**config.mk**
```make
export PLATFORM = sky130hd
export DESIGN_NAME = tcc_channels
export DESIGN_NICKNAME = d
export VERILOG_FILES = /design/src/core/tcc_input_filter.v /design/src/core/tcc_channels.v
export VERILOG_INCLUDE_DIRS = /design/src /design/src/core
export SDC_FILE = /design/constraint.sdc
export NUM_CORES = 1
export LEC_CHECK = 0
export CORE_MARGIN = 2
export CORE_UTILIZATION = 45
export CTS_CLUSTER_DIAMETER = 100
export CTS_CLUSTER_SIZE = 25
export DETAILED_ROUTE_END_ITERATION = 7
export DONT_BUFFER_PORTS = 1
export SLEW_MARGIN = 20
export SYNTH_ARGS = -nofsm -noshare
export SYNTH_HDL_FRONTEND = slang
export SYNTH_SLANG_ARGS = --single-unit
```
**constraint.sdc**
```tcl
create_clock -name clk -period 3 [get_ports clk]
set_input_delay 0.6 -clock clk [delete_from_list [all_inputs] [get_ports clk]]
set_output_delay 0.6 -clock clk [all_outputs]
set_load 0.03 [all_outputs]
```
**src/core/tcc_consts.vh**
```
// Purpose: constants of the four-channel capture/compare block
// Assumes: classic Wishbone slave, 32-bit data, byte addresses
// Notes: included by tcc_channels.v and tcc_input_filter.v
//
// Function
// Four independent channels, each capture or compare, each with its value register.
// Capture loads counter into value register, sets flag, interrupt when enabled.
// Input is own pin or XOR of pins 0-2, synchronised then filtered.
// Rising or falling edge chosen by polarity bits; capture only when enabled.
// Source select picks own, neighbour or trigger; nonzero locks value register.
// Prescaler turns several detected edges into one capture event.
// Capture while flag already set also sets the over-capture flag.
// Capture interrupt needs interrupt enable, capture DMA needs DMA enable.
// Writing generate bit makes the channel event without any input edge.
// Select 01 routes own input, 10 routes the neighbour channel's input.
// Below mode 1100 the combined prepare equals the channel's own prepare.
// Modes 1100/1101 combine own and partner prepare by OR or AND.
// Modes 1110/1111 pick own or partner prepare by count direction.
// Pin level is combined prepare through polarity, driven only when enabled.
// Counter equal to value register sets, clears or toggles prepare by mode.
// Compare match sets flag, interrupt if enabled, DMA if compare DMA enabled.
// Shadow enable chooses buffered or direct compare value writes.
// Software may rewrite compare values while the counter runs.
// Mode 110 is PWM mode 0, 111 is PWM mode 1.
// Edge-aligned PWM: period from reload, duty from compare value.
// Center-aligned PWM: period twice reload, duty twice compare value.
// Up counting with compare above reload: PWM0 inactive, PWM1 active forever.
// Modes 0-3 keep, set, clear, toggle on match; 4/5 force low/high.
// Combined mode 0 gives OR, combined mode 1 gives AND.
// Asymmetric: own value shapes up counting, partner value shapes down counting.
// Shadowed value moves to the active register at the next update event.
// Flags stay set until software clears; new capture overwrites the value.
`ifndef TCC_CONSTS_VH
`define TCC_CONSTS_VH

// Register map, byte addresses
`define TCC_CFG0_ADR 8'h00
`define TCC_VAL0_ADR 8'h10
`define TCC_STATUS_ADR 8'h20
`define TCC_SWGEN_ADR 8'h24
`define TCC_STATE_ADR 8'h28
`define TCC_GLOBAL_ADR 8'h2c

// Channel configuration fields
`define TCC_F_MODE 0
`define TCC_F_SRC 4
`define TCC_F_FLT 6
`define TCC_F_PSC 10
`define TCC_F_POL 12
`define TCC_F_NPOL 13
`define TCC_F_CAPEN 14
`define TCC_F_SHADOW 15
`define TCC_F_IRQEN 16
`define TCC_F_CDMA 17
`define TCC_F_CMPDMA 18
`define TCC_F_OE 19
`define TCC_CFG_W 20
`define TCC_CFG_RST 20'h00000

// Source select codes
`define TCC_SRC_OUT 2'h0
`define TCC_SRC_OWN 2'h1
`define TCC_SRC_NBR 2'h2
`define TCC_SRC_TRG 2'h3

// Compare mode codes
`define TCC_M_KEEP 4'h0
`define TCC_M_SET 4'h1
`define TCC_M_CLR 4'h2
`define TCC_M_TOG 4'h3
`define TCC_M_LOW 4'h4
`define TCC_M_HIGH 4'h5
`define TCC_M_PWM0 4'h6
`define TCC_M_PWM1 4'h7
`define TCC_M_COMB0 4'hc
`define TCC_M_COMB1 4'hd
`define TCC_M_ASYM0 4'he
`define TCC_M_ASYM1 4'hf

`endif

```
**src/core/tcc_input_filter.v**
```verilog
// Purpose: synchroniser and digital filter of one channel input
// Assumes: filter_sel gives the number of equal samples needed, 0 bypasses
// Notes: output updates only after the input has been stable long enough
`timescale 1ns/1ps
`include "tcc_consts.vh"

module tcc_input_filter #(
  parameter FW = 4
) (
  input wire clk,
  input wire rst_b,
  input wire raw_in,
  input wire [FW-1:0] filter_sel,
  output reg filt_out
);

  reg sync1_ff;
  reg sync2_ff;
  reg last_ff;
  reg [FW-1:0] cnt_ff;
  reg [FW-1:0] nxt_cnt;
  reg nxt_filt;

  // --------------------------------------------------------------
  // Synchroniser
  // --------------------------------------------------------------
  always @(posedge clk or negedge rst_b) begin
    if (!rst_b) begin
      sync1_ff <= 1'b0;
      sync2_ff <= 1'b0;
    end else begin
      sync1_ff <= raw_in;
      sync2_ff <= sync1_ff;
    end
  end

  // --------------------------------------------------------------
  // Filter
  // --------------------------------------------------------------
  always @* begin
    nxt_cnt = cnt_ff;
    nxt_filt = filt_out;
    if (filter_sel == {FW{1'b0}}) begin
      nxt_filt = sync2_ff;
      nxt_cnt = {FW{1'b0}};
    end else if (sync2_ff != last_ff) begin
      nxt_cnt = {FW{1'b0}};
    end else if (cnt_ff + 1'b1 >= filter_sel) begin
      nxt_filt = sync2_ff;
    end else begin
      nxt_cnt = cnt_ff + 1'b1;
    end
  end

  always @(posedge clk or negedge rst_b) begin
    if (!rst_b) begin
      last_ff <= 1'b0;
      cnt_ff <= {FW{1'b0}};
      filt_out <= 1'b0;
    end else begin
      last_ff <= sync2_ff;
      cnt_ff <= nxt_cnt;
      filt_out <= nxt_filt;
    end
  end

endmodule

```
**src/core/tcc_channels.v**
```verilog
// Purpose: four capture/compare channels of a 16-bit timer, Wishbone slave
// Assumes: counter value, direction and update event come from the counter unit
// Notes: one-cycle Wishbone ack; unmapped reads return zero
//
// Implementation choices: the Wishbone interface to the registers and the register addresses.
`timescale 1ns/1ps
`include "tcc_consts.vh"

module tcc_channels #(
  parameter CW = 16,
  parameter NCH = 4
) (
  input wire clk,
  input wire rst_b,
  input wire wb_cyc_i,
  input wire wb_stb_i,
  input wire wb_we_i,
  input wire [7:0] wb_adr_i,
  input wire [3:0] wb_sel_i,
  input wire [31:0] wb_dat_i,
  output reg [31:0] wb_dat_o,
  output reg wb_ack_o,
  input wire [CW-1:0] counter_value,
  input wire count_down,
  input wire update_event,
  input wire [CW-1:0] reload_value,
  input wire internal_trigger,
  input wire [NCH-1:0] chan_input,
  output reg [NCH-1:0] chan_out_pin,
  output reg [NCH-1:0] chan_out_oe,
  output reg [NCH-1:0] chan_irq,
  output reg [NCH-1:0] chan_dma_req
);

  // --------------------------------------------------------------
  // Bus decode
  // --------------------------------------------------------------
  wire bus_req = wb_cyc_i & wb_stb_i & ~wb_ack_o;
  wire bus_wr = bus_req & wb_we_i;
  wire wr_status = bus_wr & (wb_adr_i == `TCC_STATUS_ADR) & wb_sel_i[0];
  wire wr_swgen = bus_wr & (wb_adr_i == `TCC_SWGEN_ADR) & wb_sel_i[0];
  wire wr_global = bus_wr & (wb_adr_i == `TCC_GLOBAL_ADR) & wb_sel_i[0];

  function [31:0] merge;
    input [31:0] old_v;
    input [31:0] new_v;
    input [3:0] sel;
    integer i;
    begin
      merge = old_v;
      for (i = 0; i < 4; i = i + 1) begin
        if (sel[i]) begin
          merge[8*i +: 8] = new_v[8*i +: 8];
        end
      end
    end
  endfunction

  reg [`TCC_CFG_W-1:0] cfg_ff [0:NCH-1];
  reg [CW-1:0] val_ff [0:NCH-1];
  reg [CW-1:0] shadow_ff [0:NCH-1];
  reg [NCH-1:0] flag_ff;
  reg [NCH-1:0] ovf_ff;
  reg [NCH-1:0] prep_ff;
  reg xor_sel_ff;
  wire [NCH-1:0] filt;
  wire [NCH-1:0] comb;

  // --------------------------------------------------------------
  // Global control
  // --------------------------------------------------------------
  always @(posedge clk or negedge rst_b) begin
    if (!rst_b) begin
      xor_sel_ff <= 1'b0;
    end else if (wr_global) begin
      xor_sel_ff <= wb_dat_i[0];
    end
  end

  // --------------------------------------------------------------
  // Channels
  // --------------------------------------------------------------
  genvar g;
  generate
    for (g = 0; g < NCH; g = g + 1) begin : g_ch
      wire [`TCC_CFG_W-1:0] cfg = cfg_ff[g];
      wire [3:0] mode = cfg[`TCC_F_MODE +: 4];
      wire [1:0] src = cfg[`TCC_F_SRC +: 2];
      wire [1:0] psc = cfg[`TCC_F_PSC +: 2];
      wire pol = cfg[`TCC_F_POL];
      wire npol = cfg[`TCC_F_NPOL];
      wire in_mode = (src != `TCC_SRC_OUT);
      // Sums are 32 bits wide; only the low byte is an address
      wire [31:0] cfg_sum = `TCC_CFG0_ADR + 4 * g;
      wire [31:0] val_sum = `TCC_VAL0_ADR + 4 * g;
      wire [7:0] cfg_adr = cfg_sum[7:0];
      wire [7:0] val_adr = val_sum[7:0];
      wire wr_cfg = bus_wr & (wb_adr_i == cfg_adr);
      wire wr_val = bus_wr & (wb_adr_i == val_adr) & ~in_mode;
      wire [31:0] cfg_new = merge({{(32-`TCC_CFG_W){1'b0}}, cfg}, wb_dat_i, wb_sel_i);
      wire [31:0] val_new = merge({{(32-CW){1'b0}}, val_ff[g]}, wb_dat_i, wb_sel_i);
      wire raw;
      wire sel_lvl;
      reg prev_ff;
      reg [2:0] psc_cnt_ff;
      reg eq_ff;

      // Only channel 0 gets the XOR of pins 0-2, for hall-style sensing
      if (g == 0) begin : g_xor
        assign raw = xor_sel_ff ? ^chan_input[2:0] : chan_input[0];
      end else begin : g_own
        assign raw = chan_input[g];
      end

      tcc_input_filter #(.FW(4)) u_filt (
        .clk(clk),
        .rst_b(rst_b),
        .raw_in(raw),
        .filter_sel(cfg[`TCC_F_FLT +: 4]),
        .filt_out(filt[g])
      );


      assign sel_lvl = (src == `TCC_SRC_OWN) ? filt[g] :
                       (src == `TCC_SRC_NBR) ? filt[g ^ 1] : internal_trigger;

      wire rise = sel_lvl & ~prev_ff;
      wire fall = ~sel_lvl & prev_ff;
      // Both bits set selects both edges
      wire edge_hit = (pol & npol) ? (rise | fall) : (pol ? fall : rise);
      wire cap_act = cfg[`TCC_F_CAPEN] & in_mode;
      wire [2:0] psc_lim = (3'h1 << psc) - 3'h1;
      wire cap_pulse = cap_act & edge_hit & (psc_cnt_ff == psc_lim);
      wire sg = wr_swgen & wb_dat_i[g];
      wire capture = cap_pulse | (sg & in_mode);
      wire eq = (counter_value == val_ff[g]);
      // Edge of equality so a stopped counter does not re-fire
      wire match = ~in_mode & eq & ~eq_ff;
      wire event_hit = capture | match | sg;
      wire clr_flag = wr_status & wb_dat_i[g];
      wire clr_ovf = wr_status & wb_dat_i[4 + g];
      wire nxt_flag = event_hit | (flag_ff[g] & ~clr_flag);
      wire nxt_ovf = (capture & flag_ff[g]) | (ovf_ff[g] & ~clr_ovf);
      wire dma_hit = (capture & cfg[`TCC_F_CDMA]) |
                     (match & cfg[`TCC_F_CMPDMA]) |
                     (sg & ~in_mode & cfg[`TCC_F_CMPDMA]);
      // Above reload in up counting the level never leaves inactive
      wire pwm0 = count_down ? (counter_value <= val_ff[g]) :
                  ((val_ff[g] > reload_value) ? 1'b0 : (counter_value < val_ff[g]));
      reg nxt_prep;

      always @* begin
        nxt_prep = prep_ff[g];
        case (mode)
          `TCC_M_KEEP: nxt_prep = prep_ff[g];
          `TCC_M_SET: nxt_prep = match ? 1'b1 : prep_ff[g];
          `TCC_M_CLR: nxt_prep = match ? 1'b0 : prep_ff[g];
          `TCC_M_TOG: nxt_prep = match ? ~prep_ff[g] : prep_ff[g];
          `TCC_M_LOW: nxt_prep = 1'b0;
          `TCC_M_HIGH: nxt_prep = 1'b1;
          `TCC_M_PWM0: nxt_prep = pwm0;
          `TCC_M_PWM1: nxt_prep = ~pwm0;
          `TCC_M_COMB0: nxt_prep = pwm0;
          `TCC_M_COMB1: nxt_prep = ~pwm0;
          `TCC_M_ASYM0: nxt_prep = pwm0;
          `TCC_M_ASYM1: nxt_prep = ~pwm0;
          default: nxt_prep = prep_ff[g];
        endcase
        if (in_mode) begin
          nxt_prep = 1'b0;
        end
      end


      assign comb[g] = (mode == `TCC_M_COMB0) ? (prep_ff[g] | prep_ff[g ^ 1]) :
                       (mode == `TCC_M_COMB1) ? (prep_ff[g] & prep_ff[g ^ 1]) :
                       (mode[3:1] == 3'b111) ? (count_down ? prep_ff[g ^ 1] : prep_ff[g]) :
                       prep_ff[g];

      // --------------------------------------------------------------
      // Channel configuration
      // --------------------------------------------------------------
      always @(posedge clk or negedge rst_b) begin
        if (!rst_b) begin
          cfg_ff[g] <= `TCC_CFG_RST;
        end else if (wr_cfg) begin
          cfg_ff[g] <= cfg_new[`TCC_CFG_W-1:0];
        end
      end

      // --------------------------------------------------------------
      // Value and shadow registers
      // --------------------------------------------------------------
      // Capture beats a direct write, which beats the shadow load
      always @(posedge clk or negedge rst_b) begin
        if (!rst_b) begin
          val_ff[g] <= {CW{1'b0}};
        end else if (capture) begin
          val_ff[g] <= counter_value;
        end else if (wr_val && !cfg[`TCC_F_SHADOW]) begin
          val_ff[g] <= val_new[CW-1:0];
        end else if (update_event && cfg[`TCC_F_SHADOW]) begin
          val_ff[g] <= shadow_ff[g];
        end
      end

      // Shadow always follows writes, so enabling it later is safe
      always @(posedge clk or negedge rst_b) begin
        if (!rst_b) begin
          shadow_ff[g] <= {CW{1'b0}};
        end else if (wr_val) begin
          shadow_ff[g] <= val_new[CW-1:0];
        end
      end

      // --------------------------------------------------------------
      // Flags
      // --------------------------------------------------------------
      always @(posedge clk or negedge rst_b) begin
        if (!rst_b) begin
          flag_ff[g] <= 1'b0;
          ovf_ff[g] <= 1'b0;
        end else begin
          flag_ff[g] <= nxt_flag;
          ovf_ff[g] <= nxt_ovf;
        end
      end

      // --------------------------------------------------------------
      // Prepare signal and match history
      // --------------------------------------------------------------
      always @(posedge clk or negedge rst_b) begin
        if (!rst_b) begin
          prep_ff[g] <= 1'b0;
          eq_ff <= 1'b0;
        end else begin
          prep_ff[g] <= nxt_prep;
          eq_ff <= eq;
        end
      end

      // --------------------------------------------------------------
      // Input edge history and prescaler
      // --------------------------------------------------------------
      // Counter clears while capture is off so a restart begins fresh
      always @(posedge clk or negedge rst_b) begin
        if (!rst_b) begin
          prev_ff <= 1'b0;
          psc_cnt_ff <= 3'h0;
        end else begin
          prev_ff <= sel_lvl;
          if (!cap_act) begin
            psc_cnt_ff <= 3'h0;
          end else if (edge_hit) begin
            psc_cnt_ff <= cap_pulse ? 3'h0 : psc_cnt_ff + 3'h1;
          end
        end
      end

      // --------------------------------------------------------------
      // Registered outputs
      // --------------------------------------------------------------
      // Pin is gated by the enable so a disabled pin never shows high
      always @(posedge clk or negedge rst_b) begin
        if (!rst_b) begin
          chan_out_pin[g] <= 1'b0;
          chan_out_oe[g] <= 1'b0;
          chan_irq[g] <= 1'b0;
          chan_dma_req[g] <= 1'b0;
        end else begin
          chan_out_pin[g] <= cfg[`TCC_F_OE] & (comb[g] ^ pol);
          chan_out_oe[g] <= cfg[`TCC_F_OE];
          chan_irq[g] <= nxt_flag & cfg[`TCC_F_IRQEN];
          chan_dma_req[g] <= dma_hit;
        end
      end
    end
  endgenerate

  // --------------------------------------------------------------
  // Read mux and ack
  // --------------------------------------------------------------
  reg [31:0] nxt_rd;
  integer k;

  always @* begin
    nxt_rd = 32'h00000000;
    for (k = 0; k < NCH; k = k + 1) begin
      if (wb_adr_i == `TCC_CFG0_ADR + 4 * k) begin
        nxt_rd = {{(32-`TCC_CFG_W){1'b0}}, cfg_ff[k]};
      end
      if (wb_adr_i == `TCC_VAL0_ADR + 4 * k) begin
        nxt_rd = {{(32-CW){1'b0}}, val_ff[k]};
      end
    end
    case (wb_adr_i)
      `TCC_STATUS_ADR: nxt_rd = {24'h000000, ovf_ff, flag_ff};
      `TCC_STATE_ADR: nxt_rd = {24'h000000, comb, prep_ff};
      `TCC_GLOBAL_ADR: nxt_rd = {31'h00000000, xor_sel_ff};
      default: nxt_rd = nxt_rd;
    endcase
  end

  always @(posedge clk or negedge rst_b) begin
    if (!rst_b) begin
      wb_ack_o <= 1'b0;
      wb_dat_o <= 32'h00000000;
    end else begin
      wb_ack_o <= bus_req;
      wb_dat_o <= (bus_req && !wb_we_i) ? nxt_rd : 32'h00000000;
    end
  end

endmodule

```
==> flow_metrics.env, run 1 <==
export IMPL_initial_core_util_pct=45.9
export IMPL_final_min_clock_period_ps=2810
export IMPL_status="complete, but fails checks"
export IMPL_power_leakage_nw=9.50
export IMPL_via_per_inst=6.08
export IMPL_synth_area_top_cells="dfrtp_1 (40%), ha_1 (10%), mux2_2 (10%), o21ai_0 (3.9%), nand2_1 (3.8%)"
export IMPL_ios=137
export IMPL_relSlewSlack_pct=39.8
export IMPL_holdWs_ps=-219
export IMPL_worstPathArrival_ps=3290
export IMPL_tritoncts="done"
export IMPL_area_delta_synth_final_pct=7.52
export IMPL_grt_overflow=0
export IMPL_min_path_type="in2async"
export IMPL_syn_cell_area_sq_um=19300
export IMPL_grt_pass1_wl_um=94500
export IMPL_dp_slack_ps=83.6
export IMPL_cts_made_buffers=17
export IMPL_final_max_slew_viol_count=0
export IMPL_post_synth_top_count_cell="dfrtp_1"
export IMPL_period_share_pct=93.8
export IMPL_clk_path_buf_depth=3
export IMPL_fin_skew_ps=33.2
export IMPL_finalHoldViolCount=310
export IMPL_synth_common_cells="dfrtp_1 (310), nand2_1 (198), mux2_2 (173)"
export IMPL_die_height_um=211
export IMPL_reg2reg_to="prep_ff[3]$_DFFE_PN0P_"
export IMPL_fillers=3978
export IMPL_drt_iter0_markers=1408
export IMPL_postCtsSetupBuffers=0
export IMPL_dr_pass1_iters=6
export IMPL_worst_endpoint_required_ps=3470
export IMPL_fin_nets=2267
export IMPL_reg2reg_slack_ps=190
export IMPL_gp_congestion=0.929
export IMPL_grtUsageTotal_pct=28.1
export IMPL_antenna_left=0
export IMPL_dieArea_sq_um=44600
export IMPL_htreeDepth=1
export IMPL_worst_slew_pin_transition_ps=903
export IMPL_synthArstFlopShare_pct=100
export IMPL_r2r_cells=9
export IMPL_cts_root_buf="clkbuf_16"
export IMPL_critPathKind="reg2reg"
export IMPL_drv_cap=0
export IMPL_synth_edf_count=0
export IMPL_yosysTopAreaCell="dfrtp_1"
export IMPL_ir_drop_uv=272
export IMPL_clk_latency_ps=550
export IMPL_io_buffers=0
export IMPL_chipWidth_um=211
export IMPL_end_kind="flop"
export IMPL_place_hpwl_um=47400
export IMPL_avgSynthCellArea_sq_um=9.67
export IMPL_p_per_area_nw_per_um2=387
export IMPL_drive_gt1_share_pct=15.0
export IMPL_grt_pass1_vias=15300
export IMPL_fin_ws_ps=186
export IMPL_antenna_found_initial=0
export IMPL_cp_start_kind="flop"
export IMPL_rsz0062_at_grt="false"
export IMPL_tns_ps=0
export IMPL_synth_seq_cells=310
export IMPL_critPathMaxFanout=4
export IMPL_violations="negative hold slack"
export IMPL_synth_top_flop_cell="dfrtp_1"
export IMPL_ys_types=75
export IMPL_grt_max_degree=311
export IMPL_netlist_instances=1999
export IMPL_diodes=0
export IMPL_clk_pin_slew_worst_paths_ps=100
export IMPL_avgRoutedWirePerCell_um=24.2
export IMPL_r2r_start="val_ff[9]$_DFFE_PN0P_"
export IMPL_ctsResizeCount=0
export IMPL_synth_top_area_share_pct=40.1
export IMPL_routed_wl_um=62100
export IMPL_synth_warnings=0
export IMPL_vias=15600
export IMPL_core_sq_um=42100
export IMPL_setup_viol=0
export IMPL_num_rows=75
export IMPL_clock_sinks=310
export IMPL_max_freq_mhz=355
export IMPL_post_route_drc_count=0
export IMPL_synth_seq_area_share_pct=40.1
-- placed cells by master (no fill, tap or decap), drive strengths merged, types with 13 or more instances in the layout --
cell type	instances
dfrtp	310
nand2	199
mux2	173
o21ai	169
ha	160
nor2	135
a21oi	132
inv	119
buf	75
mux2i	47
a22oi	38
nand4	36
a21boi	35
a21o	32
nand2b	31
nand3	23
o2bb2ai	21
nor3	20
clkbuf	19
xor2	17
xnor2	14
a211oi	13
o211ai	13
-- metal layers --
metal / global-route usage [%] / wire [um] / part of all wire [%] / vias up
met5: 0 / 0 / 0 / -
met1: 37.9 / 26700 / 43 / 7689
met3: 5.15 / 4560 / 7.3 / 96
met4: 8.89 / 2160 / 3.5 / 0
li1: - / - / - / 7248
met2: 45.9 / 28600 / 46 / 553
-- registers in the layout (all words and copies together), names as in the netlist --
register / flops
g_ch.cfg: 80
shadow_ff: 64
val_ff: 64
wb_dat_o: 20
g_ch.u_filt.cnt_ff: 16
g_ch.psc_cnt_ff: 12
chan_dma_req: 4
chan_irq: 4
chan_out_oe: 4
chan_out_pin: 4
flag_ff: 4
g_ch.eq_ff: 4
g_ch.prev_ff: 4
g_ch.u_filt.filt_out: 4
g_ch.u_filt.last_ff: 4
g_ch.u_filt.sync1_ff: 4
g_ch.u_filt.sync2_ff: 4
ovf_ff: 4
prep_ff: 4
wb_ack_o: 1
xor_sel_ff: 1
-- final cells by class --
type                            instances  area, sq um  area share [%]
Tap cell                              539          674            3.24
Clock buffer                           19          443            2.13
Multi-Input combinational cell       1500        10800            52.0
Clock inverter                          5         45.0           0.217
Inverter                              115          432            2.08
Timing Repair Buffer                   75          626            3.01
Sequential cell                       310         7760            37.3
-- critical path, cell delays in order (launching register included) --
cell and delay (ps):
dfrtp_1 470, inv_1 80, ha_1 300, nand4_1 270, or4_1 700, nor4_1 330
o21a_1 180, o31ai_1 70, nor3_1 200, a21o_1 130
-- stage by stage --
step / utilization (%) / area, sq um / power (mW) / std cells
floorplan: - / 19400 / 5.29 / 2010
global placement: 48.2 / 20300 / 5.47 / 2539
detailed placement: 48.2 / 20300 / 5.51 / 2539
CTS: 49.3 / 20800 / 8.12 / 2563
global route: 49.3 / 20800 / 8.43 / 2563
finish: 49.3 / 20800 / 8.05 / 2563
-- power by group --
part	internal [mW]	switching [mW]	total, mW
Sequential	4.28	0.134	4.42
Combinational	0.468	0.553	1.02
Clock	1.09	1.52	2.61
-- how the worst max path moves through the flow --
stage,from,endpoint,depth (start not counted)
after floorplan,wb_adr_i[3],val_ff[44]$_DFFE_PN0P_,11
after global routing,val_ff[9]$_DFFE_PN0P_,prep_ff[3]$_DFFE_PN0P_,9
after CTS,g_ch[2].cfg[5]$_DFFE_PN0P_,val_ff[31]$_DFFE_PN0P_,10
final,val_ff[9]$_DFFE_PN0P_,prep_ff[3]$_DFFE_PN0P_,9
after global placement,counter_value[11],prep_ff[0]$_DFFE_PN0P_,9
after detailed placement,counter_value[11],prep_ff[0]$_DFFE_PN0P_,8
-- kinds of logic (layout without fill, tap and decap cells) --
group,count (synthesis),count (layout),synth area share (%)
compound gates,543,543,17.9
xor+xnor,31,31,1.40
fa+ha+maj,160,160,10.4
buf+inv,200,214,4.29
flops,310,310,40.1
mux,220,220,12.5
other cells,1,12,0.0194
simple gates,534,534,13.4
Note: power is estimated with default switching activity, not from simulation.
==> run 2, diff against run 1 <==
==> constraint.sdc (replaced) <==
create_clock -name clk -period 3 [get_ports clk]
set_input_delay 0.6 -clock clk [delete_from_list [all_inputs] [get_ports clk]]
set_output_delay 0.6 -clock clk [all_outputs]
set_load 0.01 [all_outputs]
==> run 2 against run 1 <==
Effect of this change: the run still ends with negative hold slack left; clock skew shrank 2.4 ps; setup slack lost 30 ps; register-to-register slack lost 30 ps; clock-buffer cell count shrank 1; total power grew 1.7%; fmax shrank 1.0%; cell count is essentially flat; critical endpoint is now prep_ff[2]$_DFFE_PN0P_; largest cell class unchanged; highest routed layer is now met5.
==> flow_metrics.env, run 2 (synthesis gave the netlist of run 1 again) <==
export IMPL_fin_nets=2266
export IMPL_initial_core_util_pct=45.9
export IMPL_vias=15600
export IMPL_core_sq_um=42100
export IMPL_clk_path_buf_depth=3
export IMPL_end_kind="flop"
export IMPL_postCtsSetupBuffers=0
export IMPL_grt_pass1_wl_um=93700
export IMPL_finalHoldViolCount=310
export IMPL_fillers=3890
export IMPL_avgRoutedWirePerCell_um=24.1
export IMPL_gp_congestion=0.929
export IMPL_power_leakage_nw=9.51
export IMPL_clk_latency_ps=540
export IMPL_drv_cap=0
export IMPL_reg2reg_to="prep_ff[2]$_DFFE_PN0P_"
export IMPL_grt_max_degree=311
export IMPL_clk_pin_slew_worst_paths_ps=110
export IMPL_tns_ps=0
export IMPL_dr_pass1_iters=5
export IMPL_p_per_area_nw_per_um2=393
export IMPL_final_max_slew_viol_count=0
export IMPL_wl_met2_um=28800
export IMPL_r2r_start="val_ff[25]$_DFFE_PN0P_"
export IMPL_antenna_left=0
export IMPL_tritoncts="done"
export IMPL_min_path_type="in2async"
export IMPL_routed_wl_um=61700
export IMPL_dieArea_sq_um=44600
export IMPL_critPathMaxFanout=4
export IMPL_cts_root_buf="clkbuf_16"
export IMPL_ir_drop_uv=334
export IMPL_cts_made_buffers=17
export IMPL_post_route_drc_count=0
export IMPL_reg2reg_slack_ps=160
export IMPL_die_height_um=211
export IMPL_place_hpwl_um=47400
export IMPL_chipWidth_um=211
export IMPL_antenna_found_initial=1
export IMPL_routed_top_layer="met5"
export IMPL_cp_start_kind="flop"
export IMPL_relSlewSlack_pct=43.7
export IMPL_ctsResizeCount=0
export IMPL_max_freq_mhz=352
export IMPL_area_delta_synth_final_pct=7.70
export IMPL_setup_viol=0
export IMPL_r2r_cells=8
export IMPL_holdWs_ps=-214
export IMPL_met1Wirelength_um=26000
export IMPL_period_share_pct=94.8
export IMPL_clock_sinks=310
export IMPL_worst_endpoint_required_ps=3420
export IMPL_num_rows=75
export IMPL_layout_common_cells="dfrtp_1 (310), nand2_1 (198), mux2_2 (173)"
export IMPL_drt_iter0_markers=1317
export IMPL_via_per_inst=6.09
export IMPL_met3_length_um=5060
export IMPL_final_common_cell="dfrtp_1"
export IMPL_rsz0062_at_grt="false"
export IMPL_grt_overflow=0
export IMPL_io_buffers=0
export IMPL_largest_register_ffs=80
export IMPL_fin_skew_ps=30.8
export IMPL_final_min_clock_period_ps=2840
export IMPL_worst_slew_pin_transition_ps=842
export IMPL_ios=137
export IMPL_htreeDepth=1
export IMPL_worstPathArrival_ps=3260
export IMPL_grtUsageTotal_pct=27.8
export IMPL_critPathKind="reg2reg"
export IMPL_status="complete, but fails checks"
export IMPL_violations="negative hold slack"
export IMPL_grt_pass1_vias=15400
export IMPL_diodes=0
export IMPL_drive_gt1_share_pct=15.0
run 2: cell count changes in the layout (fill, tap and decap cells not counted):
| cell | before | now |
|---|---|---|
| bufinv_16 | 0 | 2 |
| inv_6 | 3 | 2 |
| inv_8 | 1 | 0 |
| buf_4 | 70 | 69 |
| clkinv_8 | 0 | 1 |
| clkbuf_8 | 1 | 0 |
run 2: how the worst max path moves through the flow:
stage,from,end,slack (ps),cells past startpoint
5_1_grt,val_ff[25]$_DFFE_PN0P_,prep_ff[2]$_DFFE_PN0P_,20,8
2_1_floorplan,wb_adr_i[3],val_ff[44]$_DFFE_PN0P_,250,11
3_5_place_dp,counter_value[11],prep_ff[0]$_DFFE_PN0P_,70,9
6_report,val_ff[25]$_DFFE_PN0P_,prep_ff[2]$_DFFE_PN0P_,160,8
3_3_place_gp,wb_adr_i[4],val_ff[10]$_DFFE_PN0P_,130,7
4_1_cts,val_ff[30]$_DFFE_PN0P_,prep_ff[2]$_DFFE_PN0P_,160,8
run 2: per-stage QoR:
step | utilization, % | setup slack, ps | power (mW) | cells | cell area (sq um)
after floorplan | - | 252 | 5.27 | 2010 | 19400
after global placement | 48.2 | 127 | 5.45 | 2538 | 20300
after detailed placement | 48.2 | 69.6 | 5.50 | 2538 | 20300
after CTS | 49.4 | 158 | 8.25 | 2562 | 20800
after global routing | 49.4 | 23.0 | 8.54 | 2562 | 20800
final | 49.4 | 157 | 8.18 | 2562 | 20800
run 2: metal layers:
metal	GRT usage (%)	vias to the layer above
li1	-	7252
met4	8.35	2
met3	6.68	89
met5	0	-
met1	36.1	7749
met2	46.2	510
run 2: report_power, final:
group	internal [mW]	leakage, nW	total [mW]	switching, mW
clock	1.24	0.255	2.75	1.51
combinational	0.470	5.01	1.02	0.553
sequential	4.28	4.24	4.41	0.130
total	5.99	9.51	8.18	2.20
run 2: cell type report:
| type | count | area (sq um) | share of cell area, % |
|---|---|---|---|
| Inverter | 115 | 432 | 2.07 |
| Tap cell | 539 | 674 | 3.24 |
| Clock buffer | 18 | 429 | 2.06 |
| Multi-Input combinational cell | 1500 | 10800 | 51.9 |
| Timing Repair Buffer | 74 | 618 | 2.97 |
| Sequential cell | 310 | 7760 | 37.2 |
| Clock inverter | 6 | 101 | 0.487 |
run 2: critical path: stages (launching register included):
cell and delay [ps]:
dfrtp_1 450, inv_1 80, ha_1 320, nand4_1 220, nor4_1 490, nand2b_1 130, or4b_2 640, a211o_1 320
o41ai_1 60
